**src/rtl/ntscv_pkg.sv**
```systemverilog
// shared types and constants of the ntsc vertical line-rate converter
package ntscv_pkg;
   typedef enum logic [1:0] {
      NTSCV_DEC_CIF = 2'b00,
      NTSCV_DEC_QCIF = 2'b01,
      NTSCV_INT_CIF = 2'b10,
      NTSCV_INT_QCIF = 2'b11
   } ntscv_mode_t;
   // stream and buffer shape
   localparam int NTSCV_PIX_W = 16;
   localparam int NTSCV_WORD_W = 17;
   localparam int NTSCV_FIFO_D = 16;
   localparam int NTSCV_SET_W = 5;
   localparam int NTSCV_SRC_W = 4;
   // line group lengths per mode, drop and half phases, chroma set count, field offsets
   localparam logic [3:0] NTSCV_GRP_DCIF = 4'h5;
   localparam logic [3:0] NTSCV_GRP_QCIF = 4'ha;
   localparam logic [3:0] NTSCV_GRP_ICIF = 4'h6;
   localparam logic [3:0] NTSCV_DROP_PHASE = 4'h5;
   localparam logic [3:0] NTSCV_HALF_QCIF = 4'h5;
   localparam logic [1:0] NTSCV_CSETS_DEC = 2'h3;
   localparam logic [4:0] NTSCV_FIELD_OFS5 = 5'h05;
   localparam logic [4:0] NTSCV_FIELD_OFS10 = 5'h0a;
   // keep masks, bit n belongs to group phase n
   localparam logic [4:0] NTSCV_CK_DCIF = 5'h0b;
   localparam logic [9:0] NTSCV_QY_KEEP = 10'h16b;
   localparam logic [9:0] NTSCV_QC_KEEP = 10'h091;
   // qcif interpolation source line per output phase, nibble n for phase n
   localparam logic [39:0] NTSCV_QY_SRC = 40'h5544_3221_10;
   localparam logic [39:0] NTSCV_QC_SRC = 40'h2221_1110_00;
   // line totals
   localparam logic [9:0] NTSCV_CIF_Y_LINES = 10'h120;
   localparam logic [9:0] NTSCV_CIF_C_LINES = 10'h090;
   localparam logic [9:0] NTSCV_NTSC_C_FRAME = 10'h1e0;
   // line pacing, times in ns
   localparam int NTSCV_CLK_NS = 20;
   localparam int NTSCV_LINE_NS = 63556;
   localparam int NTSCV_NORM_CYC = NTSCV_LINE_NS / NTSCV_CLK_NS;
   localparam int NTSCV_FAST_CYC = (NTSCV_LINE_NS * 5) / (6 * NTSCV_CLK_NS);
   localparam logic [11:0] NTSCV_NORM_CNT = 12'(NTSCV_NORM_CYC - 1);
   localparam logic [11:0] NTSCV_FAST_CNT = 12'(NTSCV_FAST_CYC - 1);
endpackage

```
**src/rtl/ntscv_fifo_if.sv**
```systemverilog
// handshake bundle between the sequencer and its line buffer
`timescale 1ns/1ps
interface ntscv_fifo_if #(parameter int W = 17, parameter int D = 16);
   logic push_valid;
   logic push_ready;
   logic [W-1:0] push_data;
   logic pop_valid;
   logic pop_ready;
   logic [W-1:0] pop_data;
   logic [$clog2(D):0] count;
   modport fill (output push_valid, push_data, pop_ready,
                 input push_ready, pop_valid, pop_data, count);
   modport store (input push_valid, push_data, pop_ready,
                  output push_ready, pop_valid, pop_data, count);
endinterface

```
**src/rtl/ntscv_fifo.sv**
```systemverilog
// parameterised flip-flop fifo with valid and ready on both sides
`timescale 1ns/1ps
module ntscv_fifo #(parameter int W = 17, parameter int D = 16) (
   // clock, reset, enable
   input wire logic clk,
   input wire logic resetn,
   input wire logic ce,
   // handshake bundle
   ntscv_fifo_if.store f
);
   localparam int AW = $clog2(D);
   logic [W-1:0] mem_q [D];
   logic [AW-1:0] wr_q;
   logic [AW-1:0] rd_q;
   logic [AW:0] cnt_q;
   logic do_push;
   logic do_pop;

   // honest full and empty from the fill count
   assign f.push_ready = (cnt_q != (AW+1)'(D));
   assign f.pop_valid = (cnt_q != '0);
   assign f.pop_data = mem_q[rd_q];
   assign f.count = cnt_q;
   assign do_push = ce && f.push_valid && f.push_ready;
   assign do_pop = ce && f.pop_valid && f.pop_ready;

   // one storage word per entry
   for (genvar i = 0; i < D; i++) begin : g_ent
      always_ff @(posedge clk or negedge resetn) begin
         if (!resetn) begin
            mem_q[i] <= '0;
         end else if (do_push && wr_q == AW'(i)) begin
            mem_q[i] <= f.push_data;
         end
      end
   end

   // write pointer
   always_ff @(posedge clk or negedge resetn) begin
      if (!resetn) begin
         wr_q <= '0;
      end else if (do_push) begin
         wr_q <= (wr_q == AW'(D - 1)) ? '0 : AW'(wr_q + 1'b1);
      end
   end

   // read pointer
   always_ff @(posedge clk or negedge resetn) begin
      if (!resetn) begin
         rd_q <= '0;
      end else if (do_pop) begin
         rd_q <= (rd_q == AW'(D - 1)) ? '0 : AW'(rd_q + 1'b1);
      end
   end

   // fill count
   always_ff @(posedge clk or negedge resetn) begin
      if (!resetn) begin
         cnt_q <= '0;
      end else if (do_push && !do_pop) begin
         cnt_q <= (AW+1)'(cnt_q + 1'b1);
      end else if (do_pop && !do_push) begin
         cnt_q <= (AW+1)'(cnt_q - 1'b1);
      end
   end
endmodule

```
**src/rtl/ntscv_seq.sv**
```systemverilog
// ntsc vertical line-rate sequencer with line fifo and filter-line descriptors
`timescale 1ns/1ps
module ntscv_seq
   import ntscv_pkg::*;
(
   // clock, reset, enable
   input wire logic clk,
   input wire logic resetn,
   input wire logic ce,
   // configuration and field timing
   input wire ntscv_pkg::ntscv_mode_t mode,
   input wire logic field_start,
   input wire logic field_odd,
   // pixel stream in
   input wire logic in_valid,
   output logic in_ready,
   input wire logic [ntscv_pkg::NTSCV_PIX_W-1:0] in_data,
   input wire logic in_sol,
   // pixel stream out
   output logic out_valid,
   input wire logic out_ready,
   output logic [ntscv_pkg::NTSCV_PIX_W-1:0] out_data,
   output logic out_sol,
   // filter-line descriptor
   output logic cmd_valid,
   output logic [ntscv_pkg::NTSCV_SET_W-1:0] cmd_luma_set,
   output logic [ntscv_pkg::NTSCV_SET_W-1:0] cmd_chroma_set,
   output logic cmd_luma_keep,
   output logic cmd_chroma_keep,
   output logic cmd_repeat,
   output logic cmd_chroma_reread,
   output logic [ntscv_pkg::NTSCV_SRC_W-1:0] cmd_luma_src,
   output logic [ntscv_pkg::NTSCV_SRC_W-1:0] cmd_chroma_src,
   // line pacing and status
   output logic fast_read,
   output logic pace_fast,
   output logic pace_norm,
   output logic [9:0] luma_lines,
   output logic [9:0] chroma_lines
);
   ntscv_fifo_if #(.W(NTSCV_WORD_W), .D(NTSCV_FIFO_D)) lf ();

   logic in_ready_q, out_valid_q, out_sol_q, rep_pend_q, drop_q, fodd_q;
   logic fast_read_q, pace_fast_q, pace_norm_q, cmd_valid_q;
   logic cmd_ykeep_q, cmd_ckeep_q, cmd_rep_q, cmd_reread_q;
   logic [NTSCV_PIX_W-1:0] out_data_q;
   logic [3:0] phase_q;
   logic [1:0] ck_q;
   logic [9:0] y_cnt_q, c_cnt_q;
   logic [11:0] fast_cnt_q, norm_cnt_q;
   logic [NTSCV_SET_W-1:0] cmd_yset_q, cmd_cset_q;
   logic [NTSCV_SRC_W-1:0] cmd_ysrc_q, cmd_csrc_q;

   logic fm, acc_in, step, issue, drop_word, out_free, out_valid_d, in_ready_d;
   logic d_ykeep, d_ckeep, d_rep, d_reread;
   logic [3:0] grp, ph5;
   logic [4:0] fofs;
   logic [NTSCV_SET_W-1:0] d_yset, d_cset;
   logic [NTSCV_SRC_W-1:0] d_ysrc, d_csrc;

   ntscv_fifo #(.W(NTSCV_WORD_W), .D(NTSCV_FIFO_D)) u_fifo (
      .clk(clk),
      .resetn(resetn),
      .ce(ce),
      .f(lf.store)
   );

   // fifo sits in the path only for the cif modes
   assign fm = (mode == NTSCV_DEC_CIF) || (mode == NTSCV_INT_CIF);
   assign acc_in = in_valid && in_ready_q;
   assign step = acc_in && in_sol;
   assign issue = step || rep_pend_q;
   // words of the unused sixth line are taken but never written
   assign drop_word = in_sol ? (mode == NTSCV_INT_CIF && phase_q == NTSCV_DROP_PHASE)
                             : drop_q;
   assign lf.push_valid = fm && acc_in && !drop_word;
   assign lf.push_data = {in_sol, in_data};
   assign out_free = !out_valid_q || out_ready;
   assign lf.pop_ready = fm && out_free;
   assign ph5 = (phase_q >= NTSCV_HALF_QCIF) ? 4'(phase_q - NTSCV_HALF_QCIF) : phase_q;
   assign fofs = fodd_q ? NTSCV_FIELD_OFS5 : 5'h00;

   // group length per mode
   always_comb begin
      case (mode)
         NTSCV_DEC_CIF: grp = NTSCV_GRP_DCIF;
         NTSCV_INT_CIF: grp = NTSCV_GRP_ICIF;
         default: grp = NTSCV_GRP_QCIF;
      endcase
   end

   // descriptor of the filter line being issued
   always_comb begin
      d_yset = '0;
      d_cset = '0;
      d_ykeep = 1'b1;
      d_ckeep = 1'b1;
      d_rep = 1'b0;
      d_reread = 1'b0;
      d_ysrc = phase_q;
      d_csrc = phase_q;
      case (mode)
         NTSCV_DEC_CIF: begin
            d_rep = rep_pend_q;
            if (rep_pend_q) begin
               d_yset = 5'h01;
               d_ysrc = 4'h0;
               d_csrc = 4'h0;
               d_ckeep = 1'b0;
            end else begin
               d_yset = (phase_q == 4'h0) ? 5'h00 : 5'(phase_q + 4'h1);
               d_ckeep = NTSCV_CK_DCIF[phase_q[2:0]];
            end
            d_cset = 5'(ck_q);
         end
         NTSCV_DEC_QCIF: begin
            d_ykeep = NTSCV_QY_KEEP[phase_q];
            d_ckeep = NTSCV_QC_KEEP[phase_q];
            d_cset = 5'(ck_q);
         end
         NTSCV_INT_CIF: begin
            d_ykeep = (phase_q != NTSCV_DROP_PHASE);
            d_ckeep = (phase_q != NTSCV_DROP_PHASE);
            d_yset = 5'(5'(phase_q) + fofs);
            d_cset = 5'(5'(phase_q) + fofs);
            d_reread = phase_q[0];
            d_csrc = {1'b0, phase_q[3:1]};
         end
         NTSCV_INT_QCIF: begin
            d_yset = 5'(5'(ph5) + fofs);
            d_cset = 5'(5'(phase_q) + (fodd_q ? NTSCV_FIELD_OFS10 : 5'h00));
            d_ysrc = NTSCV_QY_SRC[{phase_q, 2'b00} +: 4];
            d_csrc = NTSCV_QC_SRC[{phase_q, 2'b00} +: 4];
         end
         default: d_yset = '0;
      endcase
   end

   // group phase, restarted per field
   always_ff @(posedge clk or negedge resetn) begin
      if (!resetn) begin
         phase_q <= '0;
      end else if (ce) begin
         if (field_start) begin
            phase_q <= '0;
         end else if (step) begin
            phase_q <= (phase_q >= 4'(grp - 4'h1)) ? 4'h0 : 4'(phase_q + 4'h1);
         end
      end
   end

   // second presentation of the first line of a five-line group
   always_ff @(posedge clk or negedge resetn) begin
      if (!resetn) begin
         rep_pend_q <= 1'b0;
      end else if (ce) begin
         rep_pend_q <= !field_start && step && mode == NTSCV_DEC_CIF && phase_q == 4'h0;
      end
   end

   // chroma coefficient set among three kept outputs
   always_ff @(posedge clk or negedge resetn) begin
      if (!resetn) begin
         ck_q <= '0;
      end else if (ce) begin
         if (field_start) begin
            ck_q <= '0;
         end else if (issue && d_ckeep && !mode[1]) begin
            ck_q <= (ck_q == 2'(NTSCV_CSETS_DEC - 2'h1)) ? 2'h0 : 2'(ck_q + 2'h1);
         end
      end
   end

   // drop flag for the words of the unused line
   always_ff @(posedge clk or negedge resetn) begin
      if (!resetn) begin
         drop_q <= 1'b0;
      end else if (ce && acc_in && in_sol) begin
         drop_q <= drop_word;
      end
   end

   // field parity caught at field start
   always_ff @(posedge clk or negedge resetn) begin
      if (!resetn) begin
         fodd_q <= 1'b0;
      end else if (ce && field_start) begin
         fodd_q <= field_odd;
      end
   end

   // kept-line counters, luma per field and chroma per frame
   always_ff @(posedge clk or negedge resetn) begin
      if (!resetn) begin
         y_cnt_q <= '0;
         c_cnt_q <= '0;
      end else if (ce) begin
         if (field_start) begin
            y_cnt_q <= '0;
         end else if (issue && d_ykeep) begin
            y_cnt_q <= 10'(y_cnt_q + 10'h001);
         end
         if (field_start && !field_odd) begin
            c_cnt_q <= '0;
         end else if (issue && d_ckeep) begin
            c_cnt_q <= 10'(c_cnt_q + 10'h001);
         end
      end
   end

   // filter-line descriptor registers
   always_ff @(posedge clk or negedge resetn) begin
      if (!resetn) begin
         cmd_valid_q <= 1'b0;
         {cmd_yset_q, cmd_cset_q, cmd_ykeep_q, cmd_ckeep_q} <= '0;
         {cmd_rep_q, cmd_reread_q, cmd_ysrc_q, cmd_csrc_q} <= '0;
      end else if (ce) begin
         cmd_valid_q <= issue;
         if (issue) begin
            cmd_yset_q <= d_yset;
            cmd_cset_q <= d_cset;
            cmd_ykeep_q <= d_ykeep;
            cmd_ckeep_q <= d_ckeep;
            cmd_rep_q <= d_rep;
            cmd_reread_q <= d_reread;
            cmd_ysrc_q <= d_ysrc;
            cmd_csrc_q <= d_csrc;
         end
      end
   end

   // line pacers: reduced blanking and normal blanking
   always_ff @(posedge clk or negedge resetn) begin
      if (!resetn) begin
         fast_cnt_q <= NTSCV_FAST_CNT;
         norm_cnt_q <= NTSCV_NORM_CNT;
         {pace_fast_q, pace_norm_q, fast_read_q} <= 3'h0;
      end else if (ce) begin
         fast_read_q <= fm;
         if (field_start) begin
            fast_cnt_q <= NTSCV_FAST_CNT;
            norm_cnt_q <= NTSCV_NORM_CNT;
         end else begin
            fast_cnt_q <= (fast_cnt_q == 12'h000) ? NTSCV_FAST_CNT : 12'(fast_cnt_q - 12'h001);
            norm_cnt_q <= (norm_cnt_q == 12'h000) ? NTSCV_NORM_CNT : 12'(norm_cnt_q - 12'h001);
         end
         pace_fast_q <= fm && !field_start && fast_cnt_q == 12'h000;
         pace_norm_q <= !field_start && norm_cnt_q == 12'h000;
      end
   end

   // next state of the output stage and the input ready
   always_comb begin
      out_valid_d = out_valid_q;
      if (fm) begin
         if (lf.pop_valid && out_free) begin
            out_valid_d = 1'b1;
         end else if (out_ready) begin
            out_valid_d = 1'b0;
         end
      end else begin
         if (acc_in && out_free) begin
            out_valid_d = 1'b1;
         end else if (out_ready) begin
            out_valid_d = 1'b0;
         end
      end
      in_ready_d = fm ? (lf.count <= 5'(NTSCV_FIFO_D - 2)) : !out_valid_d;
   end

   // output stage and input ready registers
   always_ff @(posedge clk or negedge resetn) begin
      if (!resetn) begin
         {out_valid_q, out_sol_q, in_ready_q} <= 3'h0;
         out_data_q <= '0;
      end else if (ce) begin
         out_valid_q <= out_valid_d;
         in_ready_q <= in_ready_d;
         if (fm && lf.pop_valid && out_free) begin
            out_data_q <= lf.pop_data[NTSCV_PIX_W-1:0];
            out_sol_q <= lf.pop_data[NTSCV_WORD_W-1];
         end else if (!fm && acc_in && out_free) begin
            out_data_q <= in_data;
            out_sol_q <= in_sol;
         end
      end
   end

   // outputs straight from their registers
   assign {in_ready, out_valid, out_sol} = {in_ready_q, out_valid_q, out_sol_q};
   assign out_data = out_data_q;
   assign {cmd_valid, cmd_luma_set, cmd_chroma_set} = {cmd_valid_q, cmd_yset_q, cmd_cset_q};
   assign {cmd_luma_keep, cmd_chroma_keep, cmd_repeat} = {cmd_ykeep_q, cmd_ckeep_q, cmd_rep_q};
   assign cmd_chroma_reread = cmd_reread_q;
   assign {cmd_luma_src, cmd_chroma_src} = {cmd_ysrc_q, cmd_csrc_q};
   assign {fast_read, pace_fast, pace_norm} = {fast_read_q, pace_fast_q, pace_norm_q};
   assign {luma_lines, chroma_lines} = {y_cnt_q, c_cnt_q};

   // checks on sequencing
   a_rep_first: assert property (@(posedge clk) disable iff (!resetn)
      ce && step && mode == NTSCV_DEC_CIF && phase_q == 4'h0 && !field_start
      |=> cmd_valid_q && !cmd_rep_q && cmd_yset_q == 5'h00 && rep_pend_q)
      else $error("first line of cif group not issued");
   a_rep_second: assert property (@(posedge clk) disable iff (!resetn)
      ce && rep_pend_q && mode == NTSCV_DEC_CIF && !field_start
      |=> cmd_valid_q && cmd_rep_q && cmd_yset_q == 5'h01 && cmd_ysrc_q == 4'h0)
      else $error("repeated cif line wrong");
   a_cif_ckeep: assert property (@(posedge clk) disable iff (!resetn)
      ce && step && mode == NTSCV_DEC_CIF && !rep_pend_q && !field_start
      |=> cmd_ckeep_q == NTSCV_CK_DCIF[$past(phase_q[2:0])])
      else $error("cif chroma keep pattern wrong");
   a_qcif_keep: assert property (@(posedge clk) disable iff (!resetn)
      ce && step && mode == NTSCV_DEC_QCIF && !field_start
      |=> cmd_ykeep_q == NTSCV_QY_KEEP[$past(phase_q)]
          && cmd_ckeep_q == NTSCV_QC_KEEP[$past(phase_q)])
      else $error("qcif keep pattern wrong");
   a_icif_drop: assert property (@(posedge clk) disable iff (!resetn)
      ce && step && mode == NTSCV_INT_CIF && phase_q == NTSCV_DROP_PHASE && !field_start
      |=> !cmd_ykeep_q && !cmd_ckeep_q)
      else $error("sixth cif line not dropped");
   a_icif_fset: assert property (@(posedge clk) disable iff (!resetn)
      ce && step && mode == NTSCV_INT_CIF && fodd_q && phase_q < 4'h5 && !field_start
      |=> cmd_yset_q == 5'(5'($past(phase_q)) + 5'h05))
      else $error("odd field luma set wrong");
   a_iqcif_src: assert property (@(posedge clk) disable iff (!resetn)
      ce && step && mode == NTSCV_INT_QCIF && phase_q == 4'h3 && !field_start
      |=> cmd_ysrc_q == 4'h2 && cmd_csrc_q == 4'h1)
      else $error("qcif source line wrong");
   a_bypass_fifo: assert property (@(posedge clk) disable iff (!resetn)
      ce && mode[0] && acc_in
      |=> out_valid_q && out_data_q == $past(in_data) && lf.count == '0)
      else $error("qcif mode did not bypass the fifo");
   a_field_restart: assert property (@(posedge clk) disable iff (!resetn)
      ce && field_start |=> phase_q == 4'h0 && ck_q == 2'h0 && !rep_pend_q)
      else $error("field start did not restart group");
   a_line_totals: assert property (@(posedge clk) disable iff (!resetn)
      (mode == NTSCV_DEC_CIF |-> y_cnt_q <= NTSCV_CIF_Y_LINES)
      and (mode == NTSCV_INT_CIF |-> c_cnt_q <= NTSCV_NTSC_C_FRAME))
      else $error("line total exceeded");
endmodule

```
**config.mk**
```make
export PLATFORM = sky130hd
export DESIGN_NAME = ntscv_seq
export DESIGN_NICKNAME = d
export VERILOG_FILES = /design/src/rtl/ntscv_pkg.sv /design/src/rtl/ntscv_fifo_if.sv /design/src/rtl/ntscv_fifo.sv /design/src/rtl/ntscv_seq.sv
export SDC_FILE = /design/constraint.sdc
export NUM_CORES = 1
export LEC_CHECK = 0
export BUFFER_PORTS_ARGS = -buffer_cell sky130_fd_sc_hd__buf_2
export CAP_MARGIN = 20
export CORE_UTILIZATION = 47
export DETAILED_ROUTE_END_ITERATION = 6
export HOLD_SLACK_MARGIN = 0.03
export MAX_ROUTING_LAYER = met4
export PLACE_DENSITY = 0.66
export SYNTH_ARGS = -nofsm -noshare
export SYNTH_HDL_FRONTEND = slang
export SYNTH_HIERARCHICAL = 1
export SYNTH_SLANG_ARGS = --single-unit
```
**constraint.sdc**
```tcl
create_clock -name clk -period 5.45 [get_ports clk]
set_input_delay 0 -clock clk [delete_from_list [all_inputs] [get_ports clk]]
set_output_delay 0 -clock clk [all_outputs]
set_load 0.02 [all_outputs]
```
==> impl_metrics.yaml, run 1 <==
run:
  drv_cap: 0
power:
  powerDensity_nw_per_um2: 433
  ir_drop_v: 0.000230
  finalPower_mw: 9.48
  p_leak_nw: 10.3
global_route:
  use_met2_pct: 33.7
  grt_pass1_wl_um: 73400
  met1_usage_pct: 32.0
  grt_use_met3_pct: 4.17
  grt_use_total_pct: 23.0
  antenna_found_initial: 1
  grt_overflow: 0
  grt_max_degree: 149
  grt.busiest_layer: "met2"
  grt_pass1_vias: 12700
die:
  die_area_um2: 42300
  io_pins: 91
  core.rowCount: 74
  coreArea_um2: 40900
  die_width_um: 206
  start_util_pct: 47.7
  die_h_um: 206
route:
  drtPass1Iterations: 5
  wl_per_cell_um: 21.3
  drt-initial-drc-count: 833
  routed_wl_um: 45700
  drc: 0
  num_vias: 12400
  antenna_left: 0
  vias_per_cell: 5.75
timing:
  worstMarginPinSlew_ns: 1.15
  fin_ws_ns: 1.48
  clock_skew_ns: 0.0274
  fin_crit_sh_pct: 72.9
  slew_viol_final: 0
  rsz0062_at_grt: "false"
  fmax_ghz: 0.252
  relSlewSlack_pct: 23.6
  final_hold_viol_count: 0
  setup_viol: 0
  post-route-min-period_ns: 3.97
  setup-tns-final_ns: 0
clock_tree:
  cts_tree: "built"
  cts_buffer_depth: 3
  clk-insertion-delay-late_ns: 0.57
  ctsResizeCount: 0
  cts_root_buf: "clkbuf_16"
  cts_max_level: 2
  clkSinkCount: 383
  clk_pin_slew_ns: 0.06
  cts_buffers: 43
synth:
  syn_nets: 1573
  avgSynthCellArea_um2: 13.0
  yosysWarningCount: 6
  synth.cell_area_um2: 19500
  syn_inst: 1506
worst_setup_path:
  cp-end-kind: "flip-flop"
  criticalPathCategory: "reg2reg"
  slowest_stage: "dfrtp_1"
  cp-start-kind: "flip-flop"
  path_cells: "inv_1 -> ha_1 -> nand4b_1 -> a21oi_1 -> nor3_1 -> nand2_1 -> a21oi_2 -> ha_1 -> inv_1 -> fa_1 -> a21o_1 -> a21oi_1 -> mux2i_1 -> xnor2_1"
  crit_family: "adder cells"
  crit_path_max_fanout: 22
  crit_arrival_ns: 4.46
  cp_slowest_stage_delay_ns: 0.68
  path_buf_inv: 2
  cp.required_ns: 5.94
layout:
  final_area_um2: 21900
  nFillCells: 3461
  nNetsFinal: 1651
  utilization_pct: 53.5
  multi_input_area_um2: 9150
  drive_gt1_share_pct: 33.1
  area.growth.synth_to_final_pct: 12.2
  seq_area_um2: 9600
placed_design:
  placedInstanceArea_um2: 20200
  place_ws_ns: 1.58
  portBuffers: 90
  gp_congestion: 0.872
  hpwl_um: 28700
status:
  status: "finished clean"
worst_hold_path:
  hold_class: "in2async"
per-layer routing:
layer,up-vias,share of wire (%)
met4,0,2.7
met2,266,45
met5,-,0
li1,5659,-
met3,87,4.9
met1,6358,47
placed cells by master (no fill, tap or decap), drive strengths merged, types with 18 or more instances in the layout:
| cell type | count |
|---|---|
| clkbuf | 63 |
| mux2 | 277 |
| nor2 | 48 |
| dlygate4sd3 | 27 |
| nand2 | 109 |
| ha | 40 |
| mux2i | 89 |
| mux4 | 34 |
| dfrtp | 371 |
| and3 | 18 |
| a21oi | 41 |
| o21ai | 70 |
| nor2b | 20 |
| buf | 117 |
| a221oi | 39 |
| xnor2 | 22 |
| inv | 23 |
| a22oi | 20 |
timing repair:
item | CTS | global route
hold buffers | 27 | 0
setup buffers | 0 | 0
endpoints found under the hold margin | 428 | 0
endpoints found under the setup margin | 0 | 0
worst paths after layout:
path	from	endpoint	slack (ns)	cells after the start
hold reg to reg	out_data[15]	out_data[15]	0.47	2
min in group clk	mode[0]	phase_q[3]	0.09	5
max in group asynchronous	resetn	chroma_lines[0]	3.88	3
hold / removal	resetn	cmd_luma_src[2]	0.07	2
setup reg to reg	phase_q[1]	u_fifo/f.count[4]	1.48	14
setup / recovery	phase_q[1]	u_fifo/f.count[4]	1.48	14
report_power, final:
part           switching [mW]  internal, mW
combinational            1.35          1.29
sequential              0.545          3.42
clock                    1.20          1.67
total                    3.09          6.38
sequential cells by signal (all words and copies together), names as in the netlist, 2 cells and up:
register,flops
chroma_lines,10
ck_q,2
cmd_chroma_set,5
cmd_chroma_src,4
cmd_luma_set,5
cmd_luma_src,4
fast_cnt_q,12
luma_lines,10
norm_cnt_q,12
out_data,16
phase_q,4
u_fifo/f.count,5
u_fifo/mem_q,272
u_fifo/rd_q,4
u_fifo/wr_q,4
layout make-up:
class | count | share of cell area (%)
Sequential cell | 383 | 43.8
Inverter | 23 | 0.394
Clock buffer | 63 | 5.81
Tap cell | 532 | 3.04
Multi-Input combinational cell | 989 | 41.8
Antenna cell | 1 | 0.0114
Clock inverter | 16 | 0.617
Timing Repair Buffer | 144 | 4.51
metrics by stage:
step	instances	hold WS, ns
3_3_place_gp	2040	0.107
4_1_cts	2147	0.0623
5_1_grt	2151	0.123
2_1_floorplan	1506	-0.296
3_5_place_dp	2041	0.112
6_report	2151	0.0651
Power figures use the tool's default switching activity.
==> run 2, diff against run 1 <==
--- a/config.mk
+++ b/config.mk
@@ -5,13 +5,14 @@
 export SDC_FILE = /design/constraint.sdc
 export NUM_CORES = 1
 export LEC_CHECK = 0
+export ABC_AREA = 1
 export BUFFER_PORTS_ARGS = -buffer_cell sky130_fd_sc_hd__buf_2
 export CAP_MARGIN = 20
 export CORE_UTILIZATION = 47
 export DETAILED_ROUTE_END_ITERATION = 6
 export HOLD_SLACK_MARGIN = 0.03
 export MAX_ROUTING_LAYER = met4
-export PLACE_DENSITY = 0.66
+export PLACE_DENSITY = 0.68
 export SYNTH_ARGS = -nofsm -noshare
 export SYNTH_HDL_FRONTEND = slang
 export SYNTH_HIERARCHICAL = 1
==> constraint.sdc (replaced) <==
create_clock -name clk -period 3.4 [get_ports clk]
set_input_delay 0 -clock clk [delete_from_list [all_inputs] [get_ports clk]]
set_output_delay 0 -clock clk [all_outputs]
set_load 0.02 [all_outputs]
==> run 2 against run 1 <==
Net effect: global-route usage increased by 6.0 points; fmax increased by 33%; setup slack got worse by 1.1 ns; clock-buffer cell count increased by 1; critical path depth increased by 3; final area increased by 7.9%; hold slack got worse by 0.021 ns; die area increased by 10%; sequential power increased by 44%; synthesized area increased by 11%; largest cell class is now multi-input gates; power increased by 73%; largest power group is now combinational logic.
==> impl_metrics.yaml, run 2 <==
global_route:
  grt_overflow: 0
  grt_pass1_vias: 18800
  grt_pass1_wl_um: 104000
  grt_max_degree: 176
  grt_use_total_pct: 28.9
  antenna_found_initial: 0
clock_tree:
  cts_buffers: 43
  clk_pin_slew_ns: 0.06
  cts_buffer_depth: 3
  ctsResizeCount: 0
  cts_tree: "built"
  clkSinkCount: 383
  cts_max_level: 2
  clk-insertion-delay-late_ns: 0.60
  cts_root_buf: "clkbuf_16"
power:
  clockPowerShare_pct: 29.6
  ir_drop_v: 0.000693
  power_frac_seq_pct: 34.9
  power_switching_mw: 6.72
  intPower_mw: 9.67
  powerDensity_nw_per_um2: 693
  sw_frac_of_total_pct: 41.0
  finalPower_mw: 16.4
  p_leak_nw: 12.1
  comb_power_share_pct: 35.5
timing:
  fmax_ghz: 0.335
  post-route-min-period_ns: 2.99
  rsz0062_at_grt: "false"
  setup_viol: 0
  slew_viol_final: 0
  worstMarginPinSlew_ns: 0.944
  fin_crit_sh_pct: 87.9
  timing.hold.ws_ns: 0.0440
  clock_skew_ns: 0.0298
  final_hold_viol_count: 0
  setup-tns-final_ns: 0
  relSlewSlack_pct: 37.0
placed_design:
  hpwl_um: 39900
  placedInstanceArea_um2: 21900
  dpl.cell_count: 3389
  portBuffers: 90
  gp_congestion: 0.929
synth:
  ys.flop_type: "dfrtp_1"
  async_flop_share_pct: 100
  synth_most_common_cell: "nand2_1"
  synth-seq-cells: 383
  synthTopCellsByArea: "dfrtp_1 43%, nand2_1 20%, nand4_1 8.2%"
  yosysWarningCount: 6
  synth-edff-count: 0
  avgSynthCellArea_um2: 7.52
  synthDominantCellAreaShare_pct: 43.0
  syn_nets: 2937
  netlist.top_cell.by_area: "dfrtp_1"
  synth_common_cells: "1162 x nand2_1, 371 x dfrtp_1, 283 x nand4_1"
  syn_inst: 2870
  synth_cell_types: 51
  yosysSeqAreaShare_pct: 44.5
  synth.cell_area_um2: 21600
worst_setup_path:
  r2r_slack_ns: 0.41
  path_cells: "ha_1 -> nand3_2 -> o22ai_1 -> nor3_1 -> nand2_1 -> inv_8 -> nand2_1 -> inv_1 -> ha_1 -> inv_1 -> fa_1 -> nand2_1 -> nand3_1 -> nand3_1 -> nand2_1 -> nand2_1 -> nand2_1"
  cp_slowest_stage_delay_ns: 0.50
  crit_path_max_fanout: 11
  cp.required_ns: 3.87
  cp-end-kind: "flip-flop"
  crit_arrival_ns: 3.46
  worstReg2RegStart: "phase_q[0]"
  cp-start-kind: "flip-flop"
  slowest_stage: "dfrtp_1"
  reg2regPathDepth: 17
  reg2reg_to: "u_fifo/f.count[4]"
  criticalPathCategory: "reg2reg"
  cp_common_cell: "nand2_1"
die:
  io_pins: 91
  die_area_um2: 46800
  die_width_um: 216
  coreArea_um2: 45300
  core.rowCount: 78
  start_util_pct: 47.6
  die_h_um: 216
route:
  routed_wl_um: 65400
  drc: 0
  drtPass1Iterations: 6
  drt-initial-drc-count: 2355
  wl_per_cell_um: 18.7
  vias_per_cell: 5.67
  antenna_left: 0
  num_vias: 19800
layout:
  nNetsFinal: 2924
  largest_register_ffs: 272
  finalNonFillerCells: 3491
  area.growth.synth_to_final_pct: 9.60
  nFillCells: 4402
  drive_gt1_share_pct: 9.37
  top_register: "u_fifo/mem_q"
  final_common_cell: "nand2_1"
  antenna_cells: 0
  layout_common_cells: "1162 x nand2_1, 370 x dfrtp_1, 283 x nand4_1, 193 x inv_1, 189 x nor2_1"
  final_area_um2: 23600
run:
  drv_cap: 0
worst_hold_path:
  hold_class: "in2async"
status:
  status: "finished clean"
## run 2: worst max path at each step
| stage | endpoint | from | slack [ns] | depth (start not counted) |
|---|---|---|---|---|
| floorplan | u_fifo/f.count[4] | phase_q[1] | 0.37 | 19 |
| global placement | u_fifo/f.count[4] | phase_q[0] | 0.40 | 17 |
| detailed placement | u_fifo/f.count[4] | phase_q[0] | 0.41 | 17 |
| CTS | u_fifo/f.count[4] | phase_q[0] | 0.40 | 17 |
| global route | u_fifo/f.count[4] | phase_q[0] | 0.15 | 18 |
| finish | u_fifo/f.count[4] | phase_q[0] | 0.41 | 17 |
## run 2: kinds of logic after synthesis
kind of cell	after synthesis	synth area share [%]
fa+ha+maj	41	2.41
xor+xnor	18	0.731
compound gates	129	3.52
flops	383	44.5
buf+inv	409	9.32
simple gates	1890	39.5
## run 2: per-layer routing
metal  track usage, %  routed length [um]  vias up
li1                 -                   -     9322
met1             37.3               27100     9489
met2             45.2               30700      798
met3             4.88                4810      188
met4             11.9                2730        0
met5                -                   0        -
## run 2: layout make-up
type,count,area (um^2),share of cell area [%]
Clock buffer,64,1270,5.36
Clock inverter,15,194,0.820
Inverter,209,792,3.35
Multi-Input combinational cell,2078,9970,42.2
Sequential cell,383,9600,40.6
Tap cell,600,751,3.18
Timing Repair Buffer,142,1070,4.51
## run 2: critical path, delay by kind of cell (launching register included)
| family | cells | cell delay, ns |
|---|---|---|
| compound gates | 1 | 0.10 |
| fa+ha+maj | 3 | 0.91 |
| buf+inv | 3 | 0.37 |
| flops | 1 | 0.50 |
| simple gates | 10 | 0.98 |
## run 2: what timing repair did
item                                   in CTS  in global routing
setup buffers                               0                  0
hold buffers                               23                  0
endpoints found under the hold margin     543                  0
## run 2: metrics by stage
step,setup slack [ns],utilization [%]
floorplan,0.368,-
global placement,0.395,48.4
detailed placement,0.410,48.5
CTS,0.399,52.2
global route,0.154,52.2
finish,0.412,52.2
## run 2: power groups by stage
| stage | logic (mW) | registers [mW] | clock network (mW) |
|---|---|---|---|
| floorplan | 3.61 | 5.94 | 0 |
| global placement | 5.62 | 5.77 | 0 |
| detailed placement | 5.69 | 5.79 | 0 |
| CTS | 5.73 | 5.72 | 4.93 |
| global route | 6.30 | 5.80 | 5.10 |
| finish | 5.82 | 5.72 | 4.85 |
